<file path="src/rtl/acr_pkg.sv">
package acr_pkg;

	// Register indices; byte address is four times the index
	localparam logic [5:0] ACR_IDX_CH6_CFG = 6'h27;
	localparam logic [5:0] ACR_IDX_CH6_OFS_HIGH = 6'h28;
	localparam logic [5:0] ACR_IDX_CH6_OFS_LOW = 6'h29;
	localparam logic [5:0] ACR_IDX_CH6_GAIN_HIGH = 6'h2A;
	localparam logic [5:0] ACR_IDX_CH6_GAIN_LOW = 6'h2B;
	localparam logic [5:0] ACR_IDX_CH7_CONFIG = 6'h2C;
	localparam logic [5:0] ACR_IDX_CH7_OFS_HIGH = 6'h2D;
	localparam logic [5:0] ACR_IDX_CH7_OFS_LOW = 6'h2E;
	localparam logic [5:0] ACR_IDX_CH7_GAIN_HIGH = 6'h2F;
	localparam logic [5:0] ACR_IDX_CH7_GAIN_LOW = 6'h30;
	// Registers per channel
	localparam logic [5:0] ACR_REGS_PER_CHAN = 6'h05;

	// Register kind within one channel's group
	localparam logic [2:0] ACR_K_CFG = 3'h0;
	localparam logic [2:0] ACR_K_OFS_HIGH = 3'h1;
	localparam logic [2:0] ACR_K_OFS_LOW = 3'h2;
	localparam logic [2:0] ACR_K_GAIN_HIGH = 3'h3;
	localparam logic [2:0] ACR_K_GAIN_LOW = 3'h4;

	// Field positions
	localparam int ACR_PHASE_MSB = 15;
	localparam int ACR_PHASE_LSB = 6;
	localparam int ACR_DCB_BIT = 2;
	localparam int ACR_SEL_MSB = 1;
	localparam int ACR_LOW_BYTE_LSB = 8;

	// Reset values
	localparam logic [15:0] ACR_CFG_RST = 16'h0000;
	localparam logic [23:0] ACR_OFS_RST = 24'h000000;
	localparam logic [15:0] ACR_GAIN_HIGH_RST = 16'h8000;
	localparam logic [7:0] ACR_GAIN_LOW_RST = 8'h00;

	// Converter input selection codes
	typedef enum logic [1:0] {
		ACR_SEL_NORMAL = 2'h0,
		ACR_SEL_SHORTED = 2'h1,
		ACR_SEL_TEST_POS = 2'h2,
		ACR_SEL_TEST_NEG = 2'h3
	} acr_sel_t;

	// One channel's calibration and configuration
	typedef struct packed {
		logic [9:0] phase;
		logic dcb_off;
		acr_sel_t in_sel;
		logic [23:0] ofs;
		logic [23:0] gain;
	} acr_chan_t;

	// APB request from the master
	typedef struct packed {
		logic psel;
		logic penable;
		logic pwrite;
		logic [11:0] paddr;
		logic [31:0] pwdata;
		logic [3:0] pstrb;
	} acr_apb_req_t;

	// APB answer to the master
	typedef struct packed {
		logic [31:0] prdata;
		logic pready;
		logic pslverr;
	} acr_apb_rsp_t;

	// Address decode result
	typedef struct packed {
		logic hit;
		logic chan;
		logic [2:0] kind;
	} acr_dec_t;

	// Whole state of the register bank
	typedef struct packed {
		acr_chan_t [1:0] ch;
		logic [1:0] dcb_act;
		logic [31:0] prdata;
		logic pslverr;
	} acr_state_t;

	localparam acr_chan_t ACR_CHAN_RST = '{
		phase: ACR_CFG_RST[ACR_PHASE_MSB:ACR_PHASE_LSB],
		dcb_off: ACR_CFG_RST[ACR_DCB_BIT],
		in_sel: acr_sel_t'(ACR_CFG_RST[ACR_SEL_MSB:0]),
		ofs: ACR_OFS_RST,
		gain: {ACR_GAIN_HIGH_RST, ACR_GAIN_LOW_RST}
	};

	localparam acr_state_t ACR_STATE_RST = '{
		ch: {ACR_CHAN_RST, ACR_CHAN_RST},
		dcb_act: 2'h0,
		prdata: 32'h00000000,
		pslverr: 1'b0
	};

endpackage

</file>
<file path="src/rtl/acr_regs.sv">
// The implementer's own choice: register access over APB.
`timescale 1ns/1ps
// Behaviour
// - Offset is 24-bit signed, high/low split
// - Gain is 24-bit unsigned, high/low split
// - Gain resets to unity, 8000h and zero
// - Offset registers reset to zero
// - Config bits 15:6 hold signed phase delay
// - Config bit 2 disables DC block locally
// - Config bits 1:0 choose converter input
// - Config register resets to zero
// - Channel 6 config mirrors channel 7 fields
module acr_regs (
	input wire logic clk_sys,
	input wire logic rst,
	input acr_pkg::acr_apb_req_t apb_req,
	output acr_pkg::acr_apb_rsp_t apb_rsp,
	input wire logic [3:0] global_dc_block_setting,
	output acr_pkg::acr_chan_t [1:0] chan_cal,
	output logic [1:0] dc_block_active
);

	// Registered state and its next value
	acr_pkg::acr_state_t st;
	acr_pkg::acr_state_t next_st;
	// Decode of the current address
	acr_pkg::acr_dec_t dec;
	// Setup and access phase strobes
	logic setup_ph;
	logic access_ph;
	logic wr_take;
	// Low two lanes turned into a bit mask
	logic [15:0] wr_mask;

	// Map a byte address onto channel and register kind
	function automatic acr_pkg::acr_dec_t acr_decode(
		input logic [11:0] addr
	);
		acr_pkg::acr_dec_t d;
		logic [5:0] idx;
		d = '0;
		idx = addr[7:2];
		if (addr[11:8] == 4'h0 && addr[1:0] == 2'h0) begin
			// Channel 6 group first, then channel 7 group
			if (idx >= acr_pkg::ACR_IDX_CH6_CFG &&
				idx < acr_pkg::ACR_IDX_CH7_CONFIG) begin
				d.hit = 1'b1;
				d.chan = 1'b0;
				d.kind = 3'(idx - acr_pkg::ACR_IDX_CH6_CFG);
			end else if (idx >= acr_pkg::ACR_IDX_CH7_CONFIG &&
				idx <= acr_pkg::ACR_IDX_CH7_GAIN_LOW) begin
				d.hit = 1'b1;
				d.chan = 1'b1;
				d.kind = 3'(idx - acr_pkg::ACR_IDX_CH7_CONFIG);
			end
		end
		return d;
	endfunction

	// Software view of one register; reserved bits are zero
	function automatic logic [15:0] acr_read_word(
		input acr_pkg::acr_chan_t c,
		input logic [2:0] k
	);
		logic [15:0] w;
		w = 16'h0000;
		case (k)
			acr_pkg::ACR_K_CFG: begin
				w = {c.phase, 3'h0, c.dcb_off, c.in_sel};
			end
			acr_pkg::ACR_K_OFS_HIGH: begin
				w = c.ofs[23:8];
			end
			acr_pkg::ACR_K_OFS_LOW: begin
				w = {c.ofs[7:0], 8'h00};
			end
			acr_pkg::ACR_K_GAIN_HIGH: begin
				w = c.gain[23:8];
			end
			acr_pkg::ACR_K_GAIN_LOW: begin
				w = {c.gain[7:0], 8'h00};
			end
			default: begin
				w = 16'h0000;
			end
		endcase
		return w;
	endfunction

	// Merge a lane-masked write into one channel's fields
	function automatic acr_pkg::acr_chan_t acr_write(
		input acr_pkg::acr_chan_t c,
		input logic [2:0] k,
		input logic [15:0] d,
		input logic [15:0] m
	);
		acr_pkg::acr_chan_t r;
		logic [15:0] w;
		r = c;
		w = (acr_read_word(c, k) & ~m) | (d & m);
		case (k)
			acr_pkg::ACR_K_CFG: begin
				// Fields shared by both channels
				// Signed phase delay
				r.phase = w[acr_pkg::ACR_PHASE_MSB:acr_pkg::ACR_PHASE_LSB];
				r.dcb_off = w[acr_pkg::ACR_DCB_BIT];
				// Input select code
				r.in_sel = acr_pkg::acr_sel_t'(w[acr_pkg::ACR_SEL_MSB:0]);
			end
			acr_pkg::ACR_K_OFS_HIGH: begin
				r.ofs[23:8] = w;
			end
			acr_pkg::ACR_K_OFS_LOW: begin
				r.ofs[7:0] = w[15:acr_pkg::ACR_LOW_BYTE_LSB];
			end
			acr_pkg::ACR_K_GAIN_HIGH: begin
				r.gain[23:8] = w;
			end
			acr_pkg::ACR_K_GAIN_LOW: begin
				r.gain[7:0] = w[15:acr_pkg::ACR_LOW_BYTE_LSB];
			end
			default: begin
				r = c;
			end
		endcase
		return r;
	endfunction

	// Bus phase decode
	assign dec = acr_decode(apb_req.paddr);
	assign setup_ph = apb_req.psel && !apb_req.penable;
	assign access_ph = apb_req.psel && apb_req.penable;
	assign wr_take = access_ph && apb_req.pwrite && dec.hit;
	assign wr_mask = {{8{apb_req.pstrb[1]}}, {8{apb_req.pstrb[0]}}};

	// Next state: read capture in setup, write in access
	always_comb begin
		next_st = st;
		// Read data and error are latched in the setup cycle
		if (setup_ph) begin
			next_st.pslverr = !dec.hit;
			if (dec.hit && !apb_req.pwrite) begin
				next_st.prdata = {16'h0000,
					acr_read_word(st.ch[dec.chan], dec.kind)};
			end else begin
				// Misses and writes leave zero behind
				next_st.prdata = 32'h00000000;
			end
		end
		// Write lands at the access edge; unmapped writes dropped
		if (wr_take) begin
			next_st.ch[dec.chan] = acr_write(st.ch[dec.chan], dec.kind,
				apb_req.pwdata[15:0], wr_mask);
		end
		// DC block runs if global setting on and not disabled here
		for (int i = 0; i < 2; i++) begin
			next_st.dcb_act[i] = (global_dc_block_setting != 4'h0) &&
				!st.ch[i].dcb_off;
		end
	end

	// State register; reset gives unity gain, zero offset/config
	always_ff @(posedge clk_sys or posedge rst) begin
		// Reset loads constants only
		if (rst) begin
			st <= acr_pkg::ACR_STATE_RST;
		end else begin
			st <= next_st;
		end
	end

	// Zero wait state answer
	assign apb_rsp.pready = access_ph;
	assign apb_rsp.prdata = st.prdata;
	assign apb_rsp.pslverr = access_ph && st.pslverr;
	// Settings towards the signal path
	assign chan_cal = st.ch;
	assign dc_block_active = st.dcb_act;

	// Helper: full low-lane write to a given index
	logic full_wr;
	logic [5:0] wr_idx;
	assign full_wr = wr_take && apb_req.pstrb[1:0] == 2'h3;
	assign wr_idx = apb_req.paddr[7:2];
endmodule

</file>
<file path="config.mk">
export PLATFORM = sky130hd
export DESIGN_NAME = acr_regs
export DESIGN_NICKNAME = d
export VERILOG_FILES = /design/src/rtl/acr_pkg.sv /design/src/rtl/acr_regs.sv
export SDC_FILE = /design/constraint.sdc
export NUM_CORES = 1
export LEC_CHECK = 0
export ABC_CLOCK_PERIOD_IN_PS = 5690
export BUFFER_PORTS_ARGS = -buffer_cell sky130_fd_sc_hd__buf_2
export CORE_MARGIN = 5
export CORE_UTILIZATION = 35
export CTS_BUF_LIST = sky130_fd_sc_hd__clkbuf_4 sky130_fd_sc_hd__clkbuf_8 sky130_fd_sc_hd__clkbuf_16
export DETAILED_ROUTE_END_ITERATION = 7
export GPL_TIMING_DRIVEN = 0
export PLACE_DENSITY_LB_ADDON = 0.05
export SLEW_MARGIN = 20
export SYNTH_ARGS = -nofsm -noshare
export SYNTH_HDL_FRONTEND = slang
export SYNTH_SLANG_ARGS = --single-unit
export TNS_END_PERCENT = 10
</file>
<file path="constraint.sdc">
create_clock -name clk_sys -period 5.69 [get_ports clk_sys]
set_clock_uncertainty 0.15 [all_clocks]
set_input_delay 0 -clock clk_sys [delete_from_list [all_inputs] [get_ports clk_sys]]
set_output_delay 0 -clock clk_sys [all_outputs]
set_load 0.1 [all_outputs]
</file>
# Word-level counts from Yosys, hierarchy flattened
# Index checks and enable logic that the tools add are counted.
# Widths: inputs -> output; s select.
[totals]
register_bits = 157
latch_bits = 0
ramBits = 0
romBits = 0
in_bits = 57
wordCells = 71
memories = 0
[op_classes]
addsub = 2
n_mul = 0
n_div = 0
magnitude_cmp = 6
n_eq_ne = 4
n_shift = 0
muxes = 21
n_bitwise = 4
reduce_logical = 21
[ops]
columns = ["operator", "count"]
rows = [
  ["$mux 61", 3],
  ["$bwmux 122", 1],
  ["$mux 16", 6],
  ["$pmux 16 s5", 1],
  ["$demux 61 s1", 1],
  ["$and 16x16->16", 2],
  ["$mux 8", 4],
  ["$mux 13", 2],
  ["$not 16->16", 1],
  ["$or 16x16->16", 1],
  ["$mux 5", 3],
  ["$ge 6x6->1 const B", 2],
  ["$logic_and 1x1->1", 12],
  ["$eq 3x2->1 const B", 2],
  ["$le 6x6->1 const B", 1],
  ["$lt 6x6->1 const B", 1],
  ["$sub 3x3->3 const B", 2],
  ["$logic_not 1->1", 5],
  ["$logic_not 4->1", 1],
  ["$reduce_bool 4->1", 1],
  ["$eq 3x1->1 const B", 1],
  ["$eq 3x3->1 const B", 1],
  ["$logic_not 3->1", 1],
  ["$logic_not 2->1", 1],
  ["2 further kinds", 2],
]

# Logic depth before layout (Yosys ltp)
[logic_depth]
depth_word = 14
ltp_mapped = 11
mapped_depth_nobuf = 9

# Worst setup path before layout
# OpenSTA, ideal clock, no wires.
[synth_path]
path_kind = "in2reg"
startpoint = "in apb_req[38] (netlist bit)"
endpoint = "reg st (netlist bit chan_cal[63])"
arrival_ns = 2.026
path_slack_ns = 3.390
stages = 11
path_buffers = 2
cell_sequence = "inv_1 -> ha_1 -> nand4bb_1 -> a2111oi_4 -> buf_6 -> buf_6 -> mux2i_1 -> o22ai_1 -> nand2_1 -> a21oi_1 -> mux2_2"
[synth_via]
elab_chain_len = 14
word_cells_on_any_way = 31
classes_between = "add/sub (2); order compare (6); eq/ne (4); mux (12); bitwise (2); reduce/logical (5)"
[synth_rtl]
columns = ["element", "line", "source"]
rows = [
  ["from (decl)", "acr_regs.sv:16", "input acr_pkg::acr_apb_req_t apb_req,"],
  ["$ge 6x6->1 / $le 6x6->1 (equally long branches)", "acr_regs.sv:50, acr_regs.sv:51", ""],
  ["$logic_and 1x1->1", "acr_regs.sv:50", "end else if (idx >= acr_pkg::ACR_IDX_CH7_CONFIG &&"],
  ["$mux 5", "acr_regs.sv:50", ""],
  ["$mux 5 (*)", "acr_regs.sv:45", "if (idx >= acr_pkg::ACR_IDX_CH6_CFG &&"],
  ["$mux 5 (*)", "acr_regs.sv:43", "if (addr[11:8] == 4'h0 && addr[1:0] == 2'h0) begin"],
  ["$mux 61 (implied by the code) (2 in series)", "acr_regs.sv:152", "next_st.ch[dec.chan] = acr_write(st.ch[dec.chan], dec.kind,"],
  ["$pmux 16 s5", "acr_regs.sv:67", "case (k)"],
  ["$mux 16", "acr_regs.sv:151", "if (wr_take) begin"],
  ["$and 16x16->16", "acr_regs.sv:100", "w = (acr_read_word(c, k) & ~m) | (d & m);"],
  ["$or 16x16->16", "acr_regs.sv:100", ""],
  ["$mux 8", "acr_regs.sv:101", "case (k)"],
  ["$mux 8", "acr_regs.sv:151", ""],
  ["$bwmux 122", "acr_regs.sv:152", ""],
  ["to (signal assigned)", "acr_regs.sv:166", "st <= acr_pkg::ACR_STATE_RST;"],
  ["to (signal assigned)", "acr_regs.sv:168", "st <= next_st;"],
  ["to (decl)", "acr_regs.sv:24", "acr_pkg::acr_state_t st;"],
]
# Mark *: on every way between the ends. The rest lies on a longest branch, timed or not. The select of a mux whose other input is x is not followed.
# A chain may end at the register's enable or synchronous reset.

# Final worst setup path
[layout_path]
startpoint = "in apb_req[45] (netlist bit)"
endpoint = "reg st (netlist bit chan_cal[41])"
[layout_via]
elab_chain_len = 12
word_cells_on_any_way = 23
classes_between = "order compare (2); eq/ne (4); mux (10); bitwise (2); reduce/logical (5)"
[layout_rtl]
columns = ["element", "line"]
rows = [
  ["$logic_not 4->1 (*)", "acr_regs.sv:43"],
  ["$logic_and 1x1->1 (*)", "acr_regs.sv:43"],
  ["$mux 5 (*)", "acr_regs.sv:43"],
  ["$mux 61 (implied by the code) (2 in series)", "acr_regs.sv:152"],
  ["$pmux 16 s5", "acr_regs.sv:67"],
  ["$mux 16", "acr_regs.sv:151"],
  ["$and 16x16->16", "acr_regs.sv:100"],
  ["$or 16x16->16", "acr_regs.sv:100"],
  ["$mux 16", "acr_regs.sv:101"],
  ["$mux 16", "acr_regs.sv:151"],
  ["$bwmux 122", "acr_regs.sv:152"],
]
# Marks and branches as above.

==> qor.txt <==
Run status - complete, but fails checks
Failing checks - negative hold slack
Comb pwr share - 8.7%
Share of layout cells above drive strength 1 - 35.8%
Post-synth ARST share - 100%
Max FO, Critical Path - 10
Fin cells - 1,565
Buf+Inv Stages, Crit Path - 1
Xor and xnor area share after synthesis - 0%
CP Capture Type - flip-flop
Slew headroom - 21.1%
Crit path from - apb_req[45]
Hold Slack - -22.1 ps
Type of the tightest min-delay check - in -> async
All-Layer GR Usage - 22.8%
CP top delay family - simple AND/OR/NAND/NOR gates
Total Nets Final - 1,281
Core footprint - 25,000 um^2
Yosys warns - 0
Placed cells - 1,514
Final Hold Vio Count - 9
# resized after CTS - 0
Mux cell area share after synthesis - 8.35%
Max-Cap Viols - 0
Most used flip-flop cell after synthesis - dfrtp_1
Initial Util - 35.4%
Power per cell area - 219 nW/um^2
Hold Buf Count CTS - 19
Vias per inst - 5.25
Power Internal - 1.80 mW
Sw Pwr - 0.634 mW
EDFF count, synth - 0
Pre-CTS worst setup slack - 2220 ps
Switching share of power - 26.1%
Max Root-Sink Buffers - 2
Cell Rows - 58
R2r startpoint - chan_cal[10]$_DFFE_PP0P_
Post-CTS setup buffer count - 0
Top cell type's share of synthesized area - 39.2%
CTS Root Cell - clkbuf_16
Pin count of the biggest net entering global routing - 82
Peak per-stage delay on the critical path - 730 ps
Full die area - 28,600 um^2
Period Utilization, post-route - 55.7%
Port bufs - 179
Worst Setup Slack, final - 2520 ps
Critical path data required time - 5830 ps
Final setup viols - 0
Dpl hpwl - 24.5 mm
DRT antenna net count - 0
Via Count - 8,215
Flops & latches, synth - 141
GRT overflow - 0
Die Wd - 169 um
Largest vdd supply drop - 0.000143 V
RSZ-0062 raised after global routing - false
Crit Path Class - in -> reg
Clock Latency Late Sink - 430 ps
Synth Area in Simple Gates - 15.1%
Sequential power share - 41.4%
Vias in the first global route - 8,196
CTS Buf Count - 17
Final Max Tran Viols - 0
CTS tree - yes
Power, Total - 2.43 mW
Critical Path, Cell by Cell - buf_2, nor4_1, nand2_1, a211o_1, nor2_2, o21ai_2, nor2_1, a21oi_1
Ant. Diodes - 0
Area of the mapped netlist - 8870 um^2
Initial antenna violation count - 0
Count of different cell masters after synthesis - 65
GP Congestion - 0.907
Slowest-stage cell, CP - nor4_1
Cell count after synthesis - 989
Dpl cell area - 10,300 um^2
Static Leak - 5.45 nW
IO Pins - 215
Seq/Total Area, Yosys - 39.8%
WP data arrival - 3310 ps
Post-route cell area - 11,100 um^2
Startpoint types - primary input
Compound-Gate Fraction of Synth Area - 20.6%
Total Neg Setup Slack - 0 ps
Worst-path clk slew - 60 ps
Final wirelength - 32.5 mm
Initial DRC count - 864
Max Freq - 315 MHz
Largest area contributor in the netlist - dfrtp_1
DRT Pass-1 Iters - 5
Detailed-route wire length per cell - 20.8 um
Avg Cell Area, Syn - 8.97 um^2
Combinational family with the most area after synthesis - compound AO/OA/AOI/OAI gates
Synth Area in Adders - 0.282%
H-tree lvl count - 4
Clock sinks - 141
Slew @ Worst Pin - 1180 ps
Area contributors post-synth - dfrtp_1 39%, buf_4 13%, nand2_1 6.9%
Clock power share - 49.9%
Die Y - 169 um
First-pass GRT wire length - 50.2 mm
Area grow syn2layout - 25.0%
DRC Markers - 0
Final Critical Period - 3170 ps
==> through the flow <==
stage	util [%]	hold slack, ps
2_1_floorplan	-	-10.5
3_5_place_dp	41.0	-76.5
3_3_place_gp	40.9	87.1
4_1_cts	44.3	6.00
5_1_grt	44.3	48.2
6_report	44.3	-22.1
==> registers in the layout, indices dropped and copies added (netlist names) <==
| register | flops |
|---|---|
| chan_cal | 122 |
| apb_rsp | 16 |
| dc_block_active | 2 |
| st | 1 |
==> layout make-up <==
class	instances	area, um^2
fill	2566	13900
clock inverter	14	193
clock buffer	18	433
inverter	7	33.8
sequential	141	3530
buffer	199	1380
tap	330	413
multi-input combinational	657	4000
timing repair buffer	199	1110
==> layer usage <==
metal | GRT usage (%) | vias up | part of all wire (%)
met4 | 4.73 | 0 | 1.3
met3 | 3.82 | 31 | 6.7
met5 | 0 | - | 0
met1 | 32.5 | 4024 | 46
met2 | 36.9 | 313 | 46
li1 | - | 3847 | -
==> logic make-up after synthesis <==
group / count (synthesis)
compound gates: 269
fa+ha+maj: 2
simple gates: 299
buf+inv: 206
other cells: 1
mux: 71
flops: 141
==> path summary, 6_finish.rpt <==
check	to	slack, ps	cells past startpoint
max	chan_cal[41]$_DFFE_PP0P_	2520	8
min	chan_cal[36]$_DFFE_PP0P_	-20	3
max reg2reg	chan_cal[71]$_DFFE_PP0P_	3620	5
min reg2reg	apb_rsp[9]$_DFFE_PP0P_	320	2
max in group asynchronous	chan_cal[84]$_DFFE_PP1P_	4600	4
min in group clk_sys	chan_cal[55]$_DFFE_PP0P_	20	5
==> placed cells by master, fill, tap and decap left out, drive strengths merged, types with 9 or more instances in the layout <==
cell | synthesis | layout
o21ai | 74 | 74
mux2 | 24 | 24
inv | 7 | 9
clkbuf | 29 | 47
nand2 | 163 | 163
o22ai | 19 | 19
nand3 | 11 | 11
o211ai | 11 | 11
dfrtp | 139 | 139
dlygate4sd3 | 0 | 19
a21oi | 68 | 68
buf | 170 | 350
nand2b | 9 | 9
o221ai | 21 | 21
conb | 1 | 16
nor2 | 63 | 63
o31ai | 16 | 16
mux2i | 47 | 47
==> synthesized netlist by cell type, types with 11 or more instances <==
library cell / count
buf_4: 158
o31ai_1: 12
a21oi_1: 67
mux2i_1: 47
o221ai_1: 21
o21ai_1: 11
mux2_2: 24
clkbuf_1: 29
o21ai_0: 61
dfrtp_1: 139
o22ai_1: 19
nand2_1: 163
nor2_1: 60
==> power by group through the flow <==
| stage | Combinational, mW | Clock [mW] | Sequential, mW |
|---|---|---|---|
| after floorplan | 0.144 | 0 | 1.02 |
| after global placement | 0.197 | 0 | 1.03 |
| after detailed placement | 0.201 | 0 | 1.03 |
| after CTS | 0.211 | 1.23 | 1.01 |
| after global routing | 0.227 | 1.28 | 1.01 |
| final | 0.211 | 1.21 | 1.01 |
==> worst register-to-register path, delay by kind of cell (launching register included) <==
kind / cells / cell delay (ps)
compound gates: 4 / 1280
simple gates: 1 / 100
flops: 1 / 400
No activity file was read; power rests on OpenSTA's default activity.
